$ cat config.mk
export PLATFORM = sky130hd
export DESIGN_NAME = vrt_timing
export DESIGN_NICKNAME = d
export VERILOG_FILES = /design/src/logic/vrt_timing.v
export VERILOG_INCLUDE_DIRS = /design/src /design/src/pkg
export SDC_FILE = /design/constraint.sdc
export NUM_CORES = 1
export LEC_CHECK = 0
export ABC_AREA = 1
export ABC_CLOCK_PERIOD_IN_PS = 5980
export BUFFER_PORTS_ARGS = -buffer_cell sky130_fd_sc_hd__buf_2
export CAP_MARGIN = 20
export CORE_MARGIN = 4
export CORE_UTILIZATION = 39
export CTS_CLUSTER_DIAMETER = 40
export DETAILED_ROUTE_END_ITERATION = 8
export GPL_ROUTABILITY_DRIVEN = 0
export PLACE_DENSITY_LB_ADDON = 0.25
export SYNTH_ARGS = -nofsm -noshare
export SYNTH_HDL_FRONTEND = slang
export SYNTH_SLANG_ARGS = --single-unit
$ cat constraint.sdc
create_clock -name clk -period 5.98 [get_ports clk]
set_clock_uncertainty 0.2 [all_clocks]
set_input_delay 0.299 -clock clk [delete_from_list [all_inputs] [get_ports clk]]
set_output_delay 0.299 -clock clk [all_outputs]
set_load 0.01 [all_outputs]
$ cat src/pkg/vrt_regs.vh
/*
 * Register indices, field positions and reset values of the vertical raster timing block.
 * Assumes byte address = 4 * index on an APB bus with 32-bit data.
 */
`ifndef VRT_REGS_VH
`define VRT_REGS_VH

// register indices; byte address is four times the index
`define VRT_IDX_EXT_CTRL        10'h00c
`define VRT_IDX_FRAME_PERIOD    10'h090
`define VRT_IDX_SYNC_WIDTH      10'h091
`define VRT_IDX_BORDER_START    10'h092
`define VRT_IDX_DISPLAY_START   10'h093
`define VRT_IDX_DISPLAY_END     10'h094
`define VRT_IDX_BORDER_END      10'h095
`define VRT_IDX_CURSOR_START    10'h096
`define VRT_IDX_CURSOR_END      10'h097
`define VRT_IDX_COUNT_LOAD      10'h098
`define VRT_IDX_COUNT_STEP      10'h09a
`define VRT_IDX_BROADCAST       10'h09c
`define VRT_IDX_STATUS          10'h0a0

// address code carried in the top bits of each written word
`define VRT_CODE_MSB            31
`define VRT_CODE_LSB            24
`define VRT_EXT_CODE_LSB        28
`define VRT_EXT_CODE            4'hc

// field layout
`define VRT_RASTER_W            13
`define VRT_CURSOR_W            15
`define VRT_CMODE_MSB           14
`define VRT_CMODE_LSB           13
`define VRT_EXT_W               28
`define VRT_EXT_PINS_MSB        1
`define VRT_EXT_PORT_MSB        7
`define VRT_EXT_PORT_LSB        4
`define VRT_HS_CFG_MSB          9
`define VRT_HS_CFG_LSB          8
`define VRT_VS_CFG_MSB          11
`define VRT_VS_CFG_LSB          10
`define VRT_PORT_SEL_EXPORT     2'h3

// cursor half-screen modes
`define VRT_CMODE_NORMAL        2'h0
`define VRT_CMODE_UPPER         2'h1
`define VRT_CMODE_LOWER         2'h2
`define VRT_CMODE_SPLIT         2'h3

// reset values
`define VRT_RST_RASTER          13'h0000
`define VRT_RST_CURSOR          15'h0000
`define VRT_RST_EXT             28'h0000000

`endif

$ cat src/logic/vrt_timing.v
/*
 * Vertical raster timing: threshold registers, raster counter, sync, display,
 * border and cursor windows, production test writes and external control register.
 * Assumes an APB master, and a raster_tick pulse from the horizontal timing at each
 * horizontal sync start.
 */
// Behaviour
// - display-start threshold, 13 bits, rasters from sync start minus one
// - display-end threshold, 13 bits, first raster without video minus one
// - border-end threshold, 13 bits, first raster without border minus one
// - cursor-start register 15 bits; low 13 bits are raster start minus one
// - top two cursor-start bits pick normal, upper, lower or split cursor
// - split: lower half display start to cursor start, upper cursor end to display end
// - cursor-end threshold, 13 bits, first raster without cursor minus one
// - a load test write puts the 13-bit value into the raster counter
// - any step test write advances the raster counter by one
// - a broadcast test write puts the value into every vertical threshold register, not the raster counter
// - external control bits one and zero drive two dedicated pins
// - external bits seven to four drive upper port lines when select equals three
// - separate external fields choose horizontal and vertical sync configuration
// - frame period holds rasters per frame minus two; counter wraps after reaching that value plus one
// - sync width holds pulse rasters minus one; sync active up to and including the raster equal to it
// - border-start holds rasters from sync start to border minus one
`timescale 1ns/1ps
`include "vrt_regs.vh"

module vrt_timing (
	clk,                      // 200 MHz clock
	reset_n,                  // asynchronous reset, active low
	psel,                     // apb select
	penable,                  // apb enable
	pwrite,                   // apb direction, high for write
	paddr,                    // apb byte address
	pwdata,                   // apb write data
	prdata,                   // apb read data
	pready,                   // apb ready
	pslverr,                  // apb error
	raster_tick,              // one-cycle pulse at each raster start
	port_select_inputs,       // external port select inputs
	vert_sync,                // vertical sync, high during pulse
	display_active,           // display window
	border_active,            // border window
	cursor_active,            // cursor window
	ext_ctrl_pins,            // dedicated pins from external control
	external_port_lines,      // upper four external port lines
	external_port_lines_oe,   // drive enable of the upper port lines
	hsync_config_field,       // horizontal sync configuration
	vsync_config_field        // vertical sync configuration
);
	input  wire        clk;
	input  wire        reset_n;
	input  wire        psel;
	input  wire        penable;
	input  wire        pwrite;
	input  wire [11:0] paddr;
	input  wire [31:0] pwdata;
	output reg  [31:0] prdata;
	output reg         pready;
	output reg         pslverr;
	input  wire        raster_tick;
	input  wire [1:0]  port_select_inputs;
	output reg         vert_sync;
	output reg         display_active;
	output reg         border_active;
	output reg         cursor_active;
	output reg  [1:0]  ext_ctrl_pins;
	output reg  [3:0]  external_port_lines;
	output reg         external_port_lines_oe;
	output reg  [1:0]  hsync_config_field;
	output reg  [1:0]  vsync_config_field;

	localparam RW = `VRT_RASTER_W;

	reg  [1:0]    rst_sync_r;
	wire          rst_n;
	reg  [RW-1:0] frame_period_rasters_r;
	reg  [RW-1:0] vert_sync_width_r;
	reg  [RW-1:0] border_start_rasters_r;
	reg  [RW-1:0] display_start_rasters_r;
	reg  [RW-1:0] display_end_rasters_r;
	reg  [RW-1:0] border_end_rasters_r;
	reg  [`VRT_CURSOR_W-1:0] cursor_start_rasters_r;
	reg  [RW-1:0] cursor_end_rasters_r;
	reg  [`VRT_EXT_W-1:0]    ext_ctrl_r;
	reg  [RW-1:0] vcount_r;
	reg  [RW-1:0] vcount_nxt;
	wire [9:0]    idx;
	wire          access;
	wire          wr_take;
	reg           mapped;
	reg           code_ok;
	reg  [31:0]   rdata_nxt;
	wire [RW-1:0] wval;
	wire [1:0]    cmode;
	wire [RW:0]   mid_sum;
	wire [RW-1:0] mid;
	wire          upper_half;
	reg           cursor_nxt;

	// true when raster c lies in the window that starts after s and ends at e
	function in_span;
		input [RW-1:0] c;
		input [RW-1:0] s;
		input [RW-1:0] e;
		begin
			in_span = (c > s) && (c <= e);
		end
	endfunction

	// raster after c; the step test write does not wrap
	function [RW-1:0] next_raster;
		input [RW-1:0] c;
		begin
			next_raster = c + 13'h0001;
		end
	endfunction

	// last raster of the frame; one bit wider so the largest period cannot wrap to zero
	function frame_last;
		input [RW-1:0] c;
		input [RW-1:0] p;
		begin
			frame_last = ({1'b0, c} >= ({1'b0, p} + 14'h0001));
		end
	endfunction

	// read word of a 13-bit register, upper bits zero
	function [31:0] word13;
		input [RW-1:0] v;
		begin
			word13 = {19'h00000, v};
		end
	endfunction

	always @(posedge clk or negedge reset_n) begin
		if (!reset_n)
			rst_sync_r <= 2'b00;
		else
			rst_sync_r <= {rst_sync_r[0], 1'b1};
	end
	assign rst_n = rst_sync_r[1];

	assign idx     = paddr[11:2];
	assign access  = psel && penable && !pready;
	assign wr_take = psel && penable && pready && pwrite && mapped && code_ok;
	assign wval    = pwdata[RW-1:0];

	// address decode and code check of the written word
	// reads ignore the code; a write with a wrong code is refused and has no effect
	always @* begin
		mapped  = 1'b1;
		code_ok = (pwdata[`VRT_CODE_MSB:`VRT_CODE_LSB] == idx[7:0]);
		if (paddr[1:0] != 2'b00)
			mapped = 1'b0;
		else if (idx == `VRT_IDX_EXT_CTRL)
			code_ok = (pwdata[`VRT_CODE_MSB:`VRT_EXT_CODE_LSB] == `VRT_EXT_CODE);
		else if (idx >= `VRT_IDX_FRAME_PERIOD && idx <= `VRT_IDX_COUNT_LOAD)
			mapped = 1'b1;
		else if (idx == `VRT_IDX_COUNT_STEP || idx == `VRT_IDX_BROADCAST)
			mapped = 1'b1;
		else if (idx == `VRT_IDX_STATUS)
			code_ok = 1'b0;
		else
			mapped = 1'b0;
	end

	always @* begin
		rdata_nxt = 32'h00000000;
		if (idx == `VRT_IDX_EXT_CTRL)
			rdata_nxt = {4'h0, ext_ctrl_r};
		else if (idx == `VRT_IDX_FRAME_PERIOD)
			rdata_nxt = word13(frame_period_rasters_r);
		else if (idx == `VRT_IDX_SYNC_WIDTH)
			rdata_nxt = word13(vert_sync_width_r);
		else if (idx == `VRT_IDX_BORDER_START)
			rdata_nxt = word13(border_start_rasters_r);
		else if (idx == `VRT_IDX_DISPLAY_START)
			rdata_nxt = word13(display_start_rasters_r);
		else if (idx == `VRT_IDX_DISPLAY_END)
			rdata_nxt = word13(display_end_rasters_r);
		else if (idx == `VRT_IDX_BORDER_END)
			rdata_nxt = word13(border_end_rasters_r);
		else if (idx == `VRT_IDX_CURSOR_START)
			rdata_nxt = {17'h00000, cursor_start_rasters_r};
		else if (idx == `VRT_IDX_CURSOR_END)
			rdata_nxt = word13(cursor_end_rasters_r);
		else if (idx == `VRT_IDX_STATUS)
			rdata_nxt = {15'h0000, cursor_active, border_active, display_active,
				vert_sync, vcount_r};
	end

	// one wait state: pready rises in the second access cycle
	// prdata and pslverr are zero outside the ready cycle
	always @(posedge clk or negedge rst_n) begin
		if (!rst_n) begin
			pready  <= 1'b0;
			pslverr <= 1'b0;
			prdata  <= 32'h00000000;
		end else begin
			pready  <= access;
			pslverr <= access && (!mapped || (pwrite && !code_ok));
			prdata  <= (access && !pwrite && mapped) ? rdata_nxt : 32'h00000000;
		end
	end

	// threshold registers and external control
	always @(posedge clk or negedge rst_n) begin
		if (!rst_n) begin
			frame_period_rasters_r  <= `VRT_RST_RASTER;
			vert_sync_width_r       <= `VRT_RST_RASTER;
			border_start_rasters_r  <= `VRT_RST_RASTER;
			display_start_rasters_r <= `VRT_RST_RASTER;
			display_end_rasters_r   <= `VRT_RST_RASTER;
			border_end_rasters_r    <= `VRT_RST_RASTER;
			cursor_start_rasters_r  <= `VRT_RST_CURSOR;
			cursor_end_rasters_r    <= `VRT_RST_RASTER;
			ext_ctrl_r              <= `VRT_RST_EXT;
		end else if (wr_take) begin
			if (idx == `VRT_IDX_EXT_CTRL)
				ext_ctrl_r <= pwdata[`VRT_EXT_W-1:0];
			else if (idx == `VRT_IDX_FRAME_PERIOD)
				frame_period_rasters_r <= wval;
			else if (idx == `VRT_IDX_SYNC_WIDTH)
				vert_sync_width_r <= wval;
			else if (idx == `VRT_IDX_BORDER_START)
				border_start_rasters_r <= wval;
			else if (idx == `VRT_IDX_DISPLAY_START)
				display_start_rasters_r <= wval;
			else if (idx == `VRT_IDX_DISPLAY_END)
				display_end_rasters_r <= wval;
			else if (idx == `VRT_IDX_BORDER_END)
				border_end_rasters_r <= wval;
			else if (idx == `VRT_IDX_CURSOR_START)
				cursor_start_rasters_r <= pwdata[`VRT_CURSOR_W-1:0];
			else if (idx == `VRT_IDX_CURSOR_END)
				cursor_end_rasters_r <= wval;
			else if (idx == `VRT_IDX_BROADCAST) begin
				// half-screen mode bits are not vertical timing and keep their value
				frame_period_rasters_r  <= wval;
				vert_sync_width_r       <= wval;
				border_start_rasters_r  <= wval;
				display_start_rasters_r <= wval;
				display_end_rasters_r   <= wval;
				border_end_rasters_r    <= wval;
				cursor_start_rasters_r[RW-1:0] <= wval;
				cursor_end_rasters_r    <= wval;
			end
		end
	end

	// raster counter: test writes win over the raster tick
	always @* begin
		vcount_nxt = vcount_r;
		if (wr_take && idx == `VRT_IDX_COUNT_LOAD)
			vcount_nxt = wval;
		else if (wr_take && idx == `VRT_IDX_COUNT_STEP)
			vcount_nxt = next_raster(vcount_r);
		else if (raster_tick) begin
			if (frame_last(vcount_r, frame_period_rasters_r))
				vcount_nxt = 13'h0000;
			else
				vcount_nxt = next_raster(vcount_r);
		end
	end

	always @(posedge clk or negedge rst_n) begin
		if (!rst_n)
			vcount_r <= `VRT_RST_RASTER;
		else
			vcount_r <= vcount_nxt;
	end

	// half-screen boundary sits midway through the displayed rasters
	assign cmode      = cursor_start_rasters_r[`VRT_CMODE_MSB:`VRT_CMODE_LSB];
	assign mid_sum    = {1'b0, display_start_rasters_r} + {1'b0, display_end_rasters_r};
	assign mid        = mid_sum[RW:1];
	assign upper_half = (vcount_r <= mid);

	always @* begin
		cursor_nxt = 1'b0;
		case (cmode)
		`VRT_CMODE_NORMAL: begin
			cursor_nxt = in_span(vcount_r, cursor_start_rasters_r[RW-1:0],
				cursor_end_rasters_r);
		end
		`VRT_CMODE_UPPER: begin
			cursor_nxt = upper_half && in_span(vcount_r,
				cursor_start_rasters_r[RW-1:0], cursor_end_rasters_r);
		end
		`VRT_CMODE_LOWER: begin
			cursor_nxt = !upper_half && in_span(vcount_r,
				cursor_start_rasters_r[RW-1:0], cursor_end_rasters_r);
		end
		default: begin
			cursor_nxt = (!upper_half && in_span(vcount_r, display_start_rasters_r,
				cursor_start_rasters_r[RW-1:0])) ||
				(upper_half && in_span(vcount_r, cursor_end_rasters_r,
				display_end_rasters_r));
		end
		endcase
	end

	// windows and pins, registered one cycle after the counter
	always @(posedge clk or negedge rst_n) begin
		if (!rst_n) begin
			vert_sync              <= 1'b0;
			display_active         <= 1'b0;
			border_active          <= 1'b0;
			cursor_active          <= 1'b0;
			ext_ctrl_pins          <= 2'b00;
			external_port_lines    <= 4'h0;
			external_port_lines_oe <= 1'b0;
			hsync_config_field     <= 2'b00;
			vsync_config_field     <= 2'b00;
		end else begin
			vert_sync      <= (vcount_r <= vert_sync_width_r);
			display_active <= in_span(vcount_r, display_start_rasters_r,
				display_end_rasters_r);
			border_active  <= in_span(vcount_r, border_start_rasters_r,
				border_end_rasters_r);
			cursor_active  <= cursor_nxt;
			ext_ctrl_pins  <= ext_ctrl_r[`VRT_EXT_PINS_MSB:0];
			if (port_select_inputs == `VRT_PORT_SEL_EXPORT) begin
				external_port_lines    <= ext_ctrl_r[`VRT_EXT_PORT_MSB:`VRT_EXT_PORT_LSB];
				external_port_lines_oe <= 1'b1;
			end else begin
				external_port_lines    <= 4'h0;
				external_port_lines_oe <= 1'b0;
			end
			hsync_config_field <= ext_ctrl_r[`VRT_HS_CFG_MSB:`VRT_HS_CFG_LSB];
			vsync_config_field <= ext_ctrl_r[`VRT_VS_CFG_MSB:`VRT_VS_CFG_LSB];
		end
	end

endmodule

==> summary.md, run 1 <==
| Metric | Value |
|---|---|
| Status | finished, final reports clean |
| Clock power frac | approximately 38% |
| Yosys warns | 0 |
| Post-CTS sizing | 0 |
| CTS tree | done |
| Slowest cell on crit path | nand3_1 |
| Fin crit share | 60.4% |
| Die height | approximately 190 um |
| Worst Reg-to-Reg Cells | 16 |
| Global route total overflow | 0 |
| Reg2reg end | vcount_r[12] |
| CP Launch Type | flip-flop |
| Switching Fraction | 33.1% |
| Avg Inst Size Synth | 7.80 sq um |
| Largest net degree at the start of global routing | 130 |
| CTS H-Tree Depth | 4 |
| Hold path cells | 5 |
| Nature of the critical path endpoint | flip-flop |
| Count of final hold-check violations | 0 |
| FF-to-FF Start | frame_period_rasters_r[0] |
| Crit-path cells | ha_1 -> nand3_1 -> nand3b_1 -> nor2_1 -> nand2_1 -> nor3_1 -> xnor2_1 -> ha_1 -> and2_1 -> nand4_1 -> nand3_1 -> nor2_1 -> nand2_1 -> nand2_1 -> nand2_1 -> a21oi_1 |
| CP Data Required Time | roughly 6 ns |
| Vias after detailed routing | roughly 12000 |
| DRT iter0 DRCs | between 1000 and 1500 |
| Fin. max-slew vios | 0 |
| Post-synth EDFFs | 0 |
| Post-synthesis cell area | 13000 sq um |
| Worst hold slack | approximately 0.073 ns |
| Max-cap viol count | 0 |
| FILL cells | 3291 |
| Vias in the first global route | between 10000 and 15000 |
| DRC viols | 0 |
| Fmax | roughly 280 MHz |
| Proportion of layout cells with a drive suffix above 1 | about a tenth |
| Hold Path Class | input port to flip-flop |
| Final setup fails | 0 |
| Initial antenna violation count | 0 |
| Ys flop type | dfrtp_1 |
| Vias/cell | around 5.4 |
| RSZ-0062 raised after global routing | no |
| Hold path endpoint | pslverr |
| Post-route ant nets | 0 |
| Slew Limit Headroom | roughly a third |
| Hold Crit Start | paddr[0] |
| Clock transition at the registers of the reported paths | 0.09 ns |
| Post-DP HPWL | 31600 um |
| Average wire per standard cell | slightly below 20 um |
| CP max stage delay | approximately 0.55 ns |
| Reg area | 4860 sq um |
| Setup tns final | 0 ns |
| Sequential Power Share | between 40% and 50% |
| Logic pwr share | between 10% and 20% |
| Final nets | roughly 2000 |
| First-pass GRT wire length | about 66000 um |
| Sw Pwr | 1070 uW |
| Initial Utilization | between 30 and 40% |
| Crit path DAT | about 3.8 ns |
| CTS root buffer | clkbuf_16 |
| Area of the core | 32700 sq um |
| Post-Route WL | about 43000 um |
| Critical path's most frequent cell | nand2_1 |
| Initial DRT Pass Iterations | 5 |
| Power density over cell area | 219 nW/um^2 |
| Area growth syn-to-layout | 13.8% |
| FFs w/ async S/R, synth | 100% |
| Post-synthesis register bit count | 194 |
| Post-synthesis sequential area ratio | 37.4% |
| LEAKAGE | slightly above 0.007 uW |
| CTS Buf Count | 17 |
| Worst IR drop on VDD | between 0.0002 and 0.00025 V |
| Rows | 66 |
| Int Power | 2170 uW |
| WS Path Type | flip-flop to flip-flop |
| Mapped Cells | roughly 1700 |
| # clock sinks | slightly below 200 |
| Worst slew pin tran | roughly 1.0 ns |
| R2R setup slack | 2.37 ns |
| Clock Latency Late Sink | about 0.46 ns |
| Distinct cells, synth | between 50 and 60 |
| Port Buffer Count | between 90 and 100 |
| Minimum clock period | about 3.6 ns |
| I/O pin cnt | 101 |
| Total global routing track utilization | 23.7% |
| Area occupied by multi-input gates | between 6000 and 7000 sq um |
| Die Area | ~36000 sq um |
| Chip Width | around 190 um |
| Max FO, Critical Path | 13 |
| Worst-case clock buffer depth | 2 |
==> state kept, by name, indices dropped and copies added (netlist names), 2 cells and up <==
register                 count
cursor_start_rasters_r      15
hsync_config_field           2
prdata                      28
vsync_config_field           2
ext_ctrl_r                  28
cursor_end_rasters_r        13
border_end_rasters_r        13
display_start_rasters_r     13
vert_sync_width_r           13
vcount_r                    13
display_end_rasters_r       13
ext_ctrl_pins                2
rst_sync_r                   2
external_port_lines          4
border_start_rasters_r      13
frame_period_rasters_r      13
==> final cells by class <==
class,count,area share (%)
Antenna cell,1,0.0170
Inverter,226,5.77
Clock inverter,13,1.09
Tap cell,442,3.75
Clock buffer,19,3.00
Multi-Input combinational cell,1193,47.1
Sequential cell,194,32.9
Timing Repair Buffer,144,6.38
==> cell usage after synthesis, types with 3 or more instances <==
cell type | number | area (sq um)
a211oi_1 | 3 | 22.5
a21oi_1 | 96 | 480
a31oi_1 | 5 | 31.3
buf_2 | 19 | 95.1
buf_4 | 8 | 60.1
buf_6 | 10 | 113
clkbuf_1 | 16 | 60.1
dfrtp_1 | 194 | 4850
ha_1 | 134 | 1680
inv_1 | 216 | 811
inv_2 | 9 | 33.8
nand2_1 | 395 | 1480
nand2_2 | 7 | 43.8
nand2_4 | 8 | 90.1
nand3_1 | 61 | 305
nand3_2 | 4 | 40.0
nand3b_1 | 5 | 37.5
nand4_1 | 35 | 219
nor2_1 | 107 | 402
nor2_2 | 3 | 18.8
nor2_4 | 3 | 33.8
nor2_8 | 4 | 80.1
nor3_1 | 19 | 95.1
nor4_1 | 6 | 37.5
o2111a_1 | 7 | 78.8
o2111ai_1 | 5 | 43.8
o211ai_1 | 3 | 22.5
o21a_1 | 5 | 37.5
o21ai_0 | 53 | 265
o21ai_1 | 118 | 591
o221ai_1 | 4 | 35.0
o22ai_1 | 48 | 300
o31ai_1 | 4 | 30.0
xnor2_1 | 14 | 123
xor2_1 | 13 | 114
==> worst max path at each step <==
stage / from / end / slack [ns] / depth (start not counted)
floorplan: rst_sync_r[1] / border_active / 2.58 / 0
global placement: display_start_rasters_r[1] / cursor_active / 2.58 / 20
detailed placement: display_start_rasters_r[1] / cursor_active / 2.52 / 20
CTS: display_start_rasters_r[1] / cursor_active / 2.45 / 20
global route: frame_period_rasters_r[0] / vcount_r[7] / 1.93 / 19
finish: frame_period_rasters_r[0] / vcount_r[12] / 2.37 / 16
==> stage by stage <==
stage	instance area [sq um]	setup WS (ns)	util [%]	instances	total power [uW]
CTS	14800	2.45	45.1	2231	3240
global placement	13800	2.58	42.2	2164	1990
detailed placement	13800	2.52	42.2	2164	2010
global route	14800	1.93	45.1	2231	3390
floorplan	13000	2.58	-	1666	1770
finish	14800	2.37	45.1	2232	3240
==> layout by cell type, fill, tap and decap left out, types with 48 or more instances in the layout <==
cell type  count
buf_2         96
dfrtp_1      193
nand2_1      395
ha_1         134
a21oi_1       96
o21ai_1      118
nand3_1       61
inv_1        216
o22ai_1       48
o21ai_0       53
nor2_1       107
==> power groups by stage <==
| stage | Combinational (uW) | Clock (uW) | Sequential (uW) |
|---|---|---|---|
| floorplan | 354 | 0 | 1420 |
| detailed placement | 604 | 0 | 1410 |
| global route | 717 | 1280 | 1380 |
| finish | 637 | 1220 | 1380 |
| CTS | 626 | 1230 | 1380 |
| global placement | 587 | 0 | 1410 |
==> cell families after synthesis <==
| family | count (synthesis) | synth area share, % |
|---|---|---|
| other | 2 | 0.0579 |
| AOI/OAI and AO/OA | 358 | 15.4 |
| buffers and inverters | 279 | 9.09 |
| DFF | 194 | 37.4 |
| xor gates and xnor gates | 27 | 1.82 |
| adders and majority gates | 135 | 13.1 |
| and+or+nand+nor | 668 | 23.1 |
==> timing repair <==
| action | CTS | global route |
|---|---|---|
| buffers inserted | 0 | 0 |
| endpoints found under the setup margin | 0 | 0 |
| hold buffers | 35 | 0 |
| hold endpoints to repair | 40 | 0 |
==> per-layer routing <==
metal,global-route usage [%],vias to the layer above,wire [um]
li1,-,5768,-
met1,35.0,5755,19700
met2,35.7,555,18700
met3,4.58,55,3930
met4,6.41,0,897
met5,0,-,0
==> worst max-delay path: cells and delay by family, from the launching register on <==
family	cells	cell delay [ns]
flops	1	0.43
fa+ha+maj	2	0.51
simple gates	12	2.07
xor+xnor	1	0.16
compound gates	1	0.14
No activity file was read; power rests on OpenSTA's default activity.
==> run 2: changes to the inputs <==
--- a/config.mk
+++ b/config.mk
@@ -7,7 +7,7 @@
 export NUM_CORES = 1
 export LEC_CHECK = 0
 export ABC_AREA = 1
-export ABC_CLOCK_PERIOD_IN_PS = 5980
+export ABC_CLOCK_PERIOD_IN_PS = 3300
 export BUFFER_PORTS_ARGS = -buffer_cell sky130_fd_sc_hd__buf_2
 export CAP_MARGIN = 20
 export CORE_MARGIN = 4
==> constraint.sdc (replaced) <==
create_clock -name clk -period 3.3 [get_ports clk]
set_clock_uncertainty 0.2 [all_clocks]
set_input_delay 0.165 -clock clk [delete_from_list [all_inputs] [get_ports clk]]
set_output_delay 0.165 -clock clk [all_outputs]
set_load 0.01 [all_outputs]
==> run 2 against run 1 <==
Effect of this change:
- utilization grew 1.7 points
- fmax grew 12%
- first-iteration DRC count shrank 8.2%
- routed wire length grew 1.0%
- final cell count grew 2.2%
- critical path type unchanged
==> summary.md, run 2 (synthesis gave the netlist of run 1 again) <==
| Metric | Value |
|---|---|
| Status | finished, final reports clean |
| CTS root buffer | clkbuf_16 |
| I/O pin cnt | just over 100 |
| RSZ-0062 raised after global routing | yes |
| Post-route ant nets | 0 |
| Setup tns final | 0 ns |
| DRT iter0 DRCs | ~1200 |
| Worst IR drop on VDD | approximately 0.00035 V |
| CP Launch Type | flip-flop |
| Post-DP HPWL | 31700 um |
| Largest regs | ext_ctrl_r (28), prdata (28), cursor_start_rasters_r (15) |
| FF-to-FF Start | frame_period_rasters_r[1] |
| Fmax | around 310 MHz |
| First-pass GRT wire length | around 67000 um |
| Final core utilization | a little under half |
| Hold path endpoint | prdata[22] |
| Rows | 66 |
| Slowest cell on crit path | dfrtp_1 |
| Clock transition at the registers of the reported paths | about 0.080 ns |
| FILL cells | ~3300 |
| Count of final hold-check violations | 0 |
| Crit path DAT | around 3.4 ns |
| Clock Latency Late Sink | approximately 0.46 ns |
| M1 GR Usage | a little over a third |
| Port Buffer Count | 96 |
| Slew Limit Headroom | between 30% and 40% |
| Crit-path cells | ha_2 -> nand3_2 -> nand3b_1 -> nor2_2 -> nand2_2 -> nor2_2 -> xnor2_1 -> ha_1 -> a21oi_1 -> nand3b_1 -> nand2_1 -> nor2_2 -> nand3_4 -> buf_2 -> nor2_1 -> nand2_1 -> nand2_1 -> nand2_1 -> a21oi_1 |
| Busiest grt layer | met2 |
| # clock sinks | 194 |
| Placed cells | between 2000 and 2500 |
| DRC viols | 0 |
| CP Data Required Time | 3.47 ns |
| Area growth syn-to-layout | 18.1% |
| Global route total overflow | 0 |
| Initial antenna violation count | 0 |
| Post-Route WL | 43800 um |
| DP Area | 14100 sq um |
| Met2 GRT Util | 36.2% |
| Max-cap viol count | 0 |
| Initial DRT Pass Iterations | 6 |
| R2R setup slack | approximately 0.076 ns |
| CP max stage delay | about 0.44 ns |
| Fin. max-slew vios | 0 |
| Cell Count, Final, Fillers Out | between 2000 and 2500 |
| Average wire per standard cell | between 15 and 20 um |
| GR Layer Usage met3 | 5.13% |
| Max FO, Critical Path | 6 |
| Final nets | 2012 |
| Fin crit share | a little over nine tenths |
| Antenna diodes | 0 |
| Most frequent cells in the layout | nand2_1 (391), inv_1 (215), dfrtp_1 (192), ha_1 (129), o21ai_1 (120) |
| Die Area | ~36000 sq um |
| CTS H-Tree Depth | 4 |
| Final setup fails | 0 |
| Largest net degree at the start of global routing | 91 |
| Vias after detailed routing | about 12000 |
| Vias in the first global route | around 11000 |
| Area of the core | 32700 sq um |
| Reg2reg end | vcount_r[6] |
| Power density over cell area | between 300 and 400 nW/um^2 |
| Worst Reg-to-Reg Cells | 19 |
| Proportion of layout cells with a drive suffix above 1 | between 10 and 15% |
| Pwr Total | around 5900 uW |
| Most common cell after layout, fill and taps aside | nand2_1 |
| Minimum clock period | 3.22 ns |
| Nature of the critical path endpoint | flip-flop |
| Critical path's most frequent cell | nand2_1 |
| Total global routing track utilization | 23.8% |
| Hold path cells | 7 |
| Worst-case clock buffer depth | 2 |
| Initial Utilization | between 30% and 40% |
| Die height | between 150 and 200 um |
| Hold Path Class | input port to flip-flop |
| Vias/cell | roughly 5.4 |
| Worst slew pin tran | approximately 0.99 ns |
| WS Path Type | flip-flop to flip-flop |
| Hold Crit Start | paddr[0] |
| Design Area, Final | between 15000 and 20000 sq um |
| CTS tree | done |
| LEAKAGE | ~0.0075 uW |
| CTS Buf Count | 17 |
| Chip Width | around 190 um |
## run 2: worst max-delay path by stage
stage                               startpoint       endpoint
floorplan           display_start_rasters_r[4]  cursor_active
global placement    display_start_rasters_r[2]  cursor_active
detailed placement  display_start_rasters_r[2]  cursor_active
CTS                 display_start_rasters_r[3]  cursor_active
global route         frame_period_rasters_r[1]    vcount_r[3]
finish               frame_period_rasters_r[1]    vcount_r[6]
## run 2: per-stage QoR
step,hold WS (ns),worst slack (ns)
after global routing,0.160,-0.132
after global placement,-0.248,0.0468
final,0.120,0.0761
after floorplan,-0.331,0.233
after detailed placement,-0.245,-0.0513
after CTS,0.108,0.0219
## run 2: final cells by class
cell class,count,area (sq um),area share [%]
repair buffers,193,1330,8.71
clock buffers,17,425,2.78
multi-input cells,1193,7090,46.3
clock inverters,15,205,1.34
inverters,226,851,5.56
well taps,442,553,3.61
flip-flops and latches,194,4860,31.7
## run 2: repair_timing
| item | 4_1_cts | 5_1_grt |
|---|---|---|
| buffers inserted | 0 | 6 |
| cloned | 0 | 1 |
| endpoints found under the setup margin | 1 | 14 |
| resized for setup | 4 | 37 |
| pin swaps | 1 | 20 |
| hold endpoints to repair | 57 | 0 |
| hold buffers | 38 | 0 |
## run 2: layer usage
metal | part of all wire [%] | wire, um | vias to the layer above
met4 | 1.8 | 792 | 0
li1 | - | - | 5860
met2 | 43 | 18800 | 495
met5 | 0 | 0 | -
met1 | 45 | 19800 | 5873
met3 | 9.9 | 4320 | 54
## run 2: worst max-delay path: cells and delay by family (launching register included)
family                     cells  cell delay [ns]
and+or+nand+nor               13             1.43
DFF                            1             0.44
adders and majority gates      2             0.43
AOI/OAI and AO/OA              2             0.32
buffers and inverters          1             0.21
xor gates and xnor gates       1             0.09
## run 2: report_power, final
part,leakage (uW),internal [uW],switching [uW]
clock network,0.000305,1110,1130
registers,0.00260,2410,160
logic,0.00459,433,705
total,0.00749,3950,1990
==> run 3: changes to the inputs <==
--- a/config.mk
+++ b/config.mk
@@ -7,7 +7,7 @@
 export NUM_CORES = 1
 export LEC_CHECK = 0
 export ABC_AREA = 1
-export ABC_CLOCK_PERIOD_IN_PS = 3300
+export ABC_CLOCK_PERIOD_IN_PS = 2850
 export BUFFER_PORTS_ARGS = -buffer_cell sky130_fd_sc_hd__buf_2
 export CAP_MARGIN = 20
 export CORE_MARGIN = 4
==> constraint.sdc (replaced) <==
create_clock -name clk -period 2.85 [get_ports clk]
set_clock_uncertainty 0.2 [all_clocks]
set_input_delay 0.1425 -clock clk [delete_from_list [all_inputs] [get_ports clk]]
set_output_delay 0.1425 -clock clk [all_outputs]
set_load 0.01 [all_outputs]
==> run 3 against run 2 <==
Effect of this change:
- the flow now finishes with violations (setup timing)
- non-clock buffer count increased by 39
- register-to-register slack got worse by 0.31 ns
- sequential power increased by 14%
- clock-buffer cell count unchanged
- combinational power increased by 30%
- die area unchanged
- largest cell class unchanged
- highest routed layer is now met5
==> summary.md, run 3 (synthesis gave the netlist of run 1 again) <==
| Metric | Value |
|---|---|
| Status | finished, violations left |
| Violated checks | setup timing |
| Post-Route WL | 44400 um |
| Vias after detailed routing | about 13000 |
| Nature of the critical path endpoint | flip-flop |
| Crit-path cells | buf_6 -> nand3_4 -> nor2_4 -> nand4_1 -> nor2_2 -> nand3_1 -> o21ai_1 -> ha_1 -> a21oi_1 -> nand3b_1 -> nand2_1 -> nor2_2 -> nand3_4 -> clkbuf_16 -> nor2_4 -> nand2_1 -> nand2_1 -> nand2_1 -> a21oi_2 |
| Total global routing track utilization | around a quarter |
| Port Buffer Count | 96 |
| CP delay by family, top | simple AND/OR/NAND/NOR gates |
| CTS Buf Count | 17 |
| Slew Limit Headroom | ~37% |
| Worst slew pin tran | about 0.95 ns |
| Fin. max-slew vios | 0 |
| CP max stage delay | around 0.40 ns |
| Count of final hold-check violations | 0 |
| Max FO, Critical Path | 6 |
| LEAKAGE | about 0.0077 uW |
| Most frequent cells in the layout | nand2_1 (386), inv_1 (213), dfrtp_1 (192), ha_1 (127), o21ai_1 (119) |
| Post-route ant nets | 0 |
| Die height | between 150 and 200 um |
| Minimum clock period | approximately 3 ns |
| Antenna diodes | 0 |
| Power density over cell area | between 400 and 500 nW/um^2 |
| I/O pin cnt | between 100 and 150 |
| Area growth syn-to-layout | 22.5% |
| First-pass GRT wire length | a little under 70000 um |
| Crit path DAT | between 3 and 4 ns |
| CP Launch Type | flip-flop |
| Final nets | roughly 2000 |
| Largest regs | ext_ctrl_r (28), prdata (28), cursor_start_rasters_r (15) |
| CP Data Required Time | approximately 3.0 ns |
| Initial DRT Pass Iterations | 8 |
| Die Area | ~36000 sq um |
| Initial antenna violation count | 0 |
| Vias/cell | around 5.4 |
| Slack of the critical path | -0.233 ns |
| CTS tree | done |
| Cell Count, Final, Fillers Out | 2319 |
| Global route total overflow | 0 |
| Worst-case clock buffer depth | 2 |
| Max-cap viol count | 0 |
| # clock sinks | roughly 190 |
| Area of the core | approximately 33000 sq um |
| DRT iter0 DRCs | around 1200 |
| Hold Path Class | flip-flop to async pin |
| Largest net degree at the start of global routing | ~60 |
| Crit path buf inv count | 2 |
| CTS root buffer | clkbuf_16 |
| Rows | 66 |
| Fin crit share | 108% |
| DRC viols | 0 |
| Worst hold slack | 0.00932 ns |
| Initial Utilization | 39.7% |
| Clock transition at the registers of the reported paths | approximately 0.090 ns |
| Worst IR drop on VDD | between 0.0004 and 0.0005 V |
| RSZ-0062 raised after global routing | yes |
| Vias in the first global route | ~12000 |
| Slowest cell on crit path | dfrtp_1 |
| Critical path's most frequent cell | nand2_1 |
| Most common cell after layout, fill and taps aside | nand2_1 |
| Final setup fails | 14 |
| Proportion of layout cells with a drive suffix above 1 | between 10% and 20% |
| CTS H-Tree Depth | 4 |
| Post-DP HPWL | 32500 um |
| Clock Latency Late Sink | 0.45 ns |
| Average wire per standard cell | approximately 19 um |
| Placed cells | 2244 |
| Chip Width | ~190 um |
| WS Path Type | flip-flop to flip-flop |
| Fmax | between 300 and 400 MHz |
run 3: cell count changes in the layout (fill, tap and decap cells not counted), sizes merged:
cell and change:
inv -3, clkinvlp +1, dlygate4sd3 -2, clkbuf +1
buf +40, clkinv +2
run 3: power breakdown:
group | leakage (uW) | internal [uW] | total, uW | switching (uW)
Sequential | 0.00260 | 2790 | 2940 | 144
Clock | 0.000303 | 1280 | 2610 | 1320
Combinational | 0.00484 | 560 | 1480 | 922
run 3: through the flow:
stage / cell area [sq um] / total power [uW] / TNS [ns] / util, % / setup WS, ns
2_1_floorplan: 13000 / 3720 / -0.0163 / - / -0.0163
3_3_place_gp: 14500 / 4240 / -0.755 / 44.3 / -0.197
3_5_place_dp: 14500 / 4280 / -1.07 / 44.3 / -0.266
4_1_cts: 15600 / 6910 / -0.889 / 47.8 / -0.135
5_1_grt: 15900 / 7340 / -5.03 / 48.6 / -0.396
6_report: 15900 / 7030 / -2.75 / 48.6 / -0.233
run 3: worst paths after layout:
kind	start	endpoint	slack (ns)	cells after the start
hold reg to reg	rst_sync_r[1]	cursor_end_rasters_r[12]	0.009	0
min in group clk	paddr[0]	prdata[12]	0.02	6
max in group asynchronous	rst_sync_r[1]	ext_ctrl_r[0]	1.66	1
hold / removal	rst_sync_r[1]	cursor_end_rasters_r[12]	0.009	0
setup / recovery	frame_period_rasters_r[0]	vcount_r[9]	-0.23	19
setup reg to reg	frame_period_rasters_r[0]	vcount_r[9]	-0.23	19
run 3: final cells by class:
type | count | area [sq um]
Fill cell | 3196 | 16800
Multi-Input combinational cell | 1193 | 7300
Sequential cell | 194 | 4860
Timing Repair Buffer | 232 | 1680
Inverter | 226 | 851
Tap cell | 442 | 553
Clock buffer | 17 | 425
Clock inverter | 15 | 214
run 3: worst register-to-register path, delay by kind of cell (launching register included):
| kind | cells | cell delay [ns] |
|---|---|---|
| and+or+nand+nor | 13 | 1.42 |
| DFF | 1 | 0.40 |
| AOI/OAI and AO/OA | 3 | 0.39 |
| buffers and inverters | 2 | 0.36 |
| adders and majority gates | 1 | 0.26 |
run 3: metal layers:
layer | GRT usage, % | routed length [um] | vias up
met5 | 0.962 | 42 | -
met4 | 8.34 | 1640 | 2
met3 | 5.42 | 4280 | 90
met2 | 35.7 | 18700 | 573
met1 | 35.2 | 19700 | 5968
li1 | - | - | 5963
run 3: repair_timing:
action / 4_1_cts / 5_1_grt
endpoints found under the hold margin: 53 / 0
pin swaps: 30 / 27
buffers inserted: 3 / 3
resized for setup: 29 / 52
hold buffers: 36 / 0
endpoints found under the setup margin: 14 / 14
gates cloned: 0 / 1
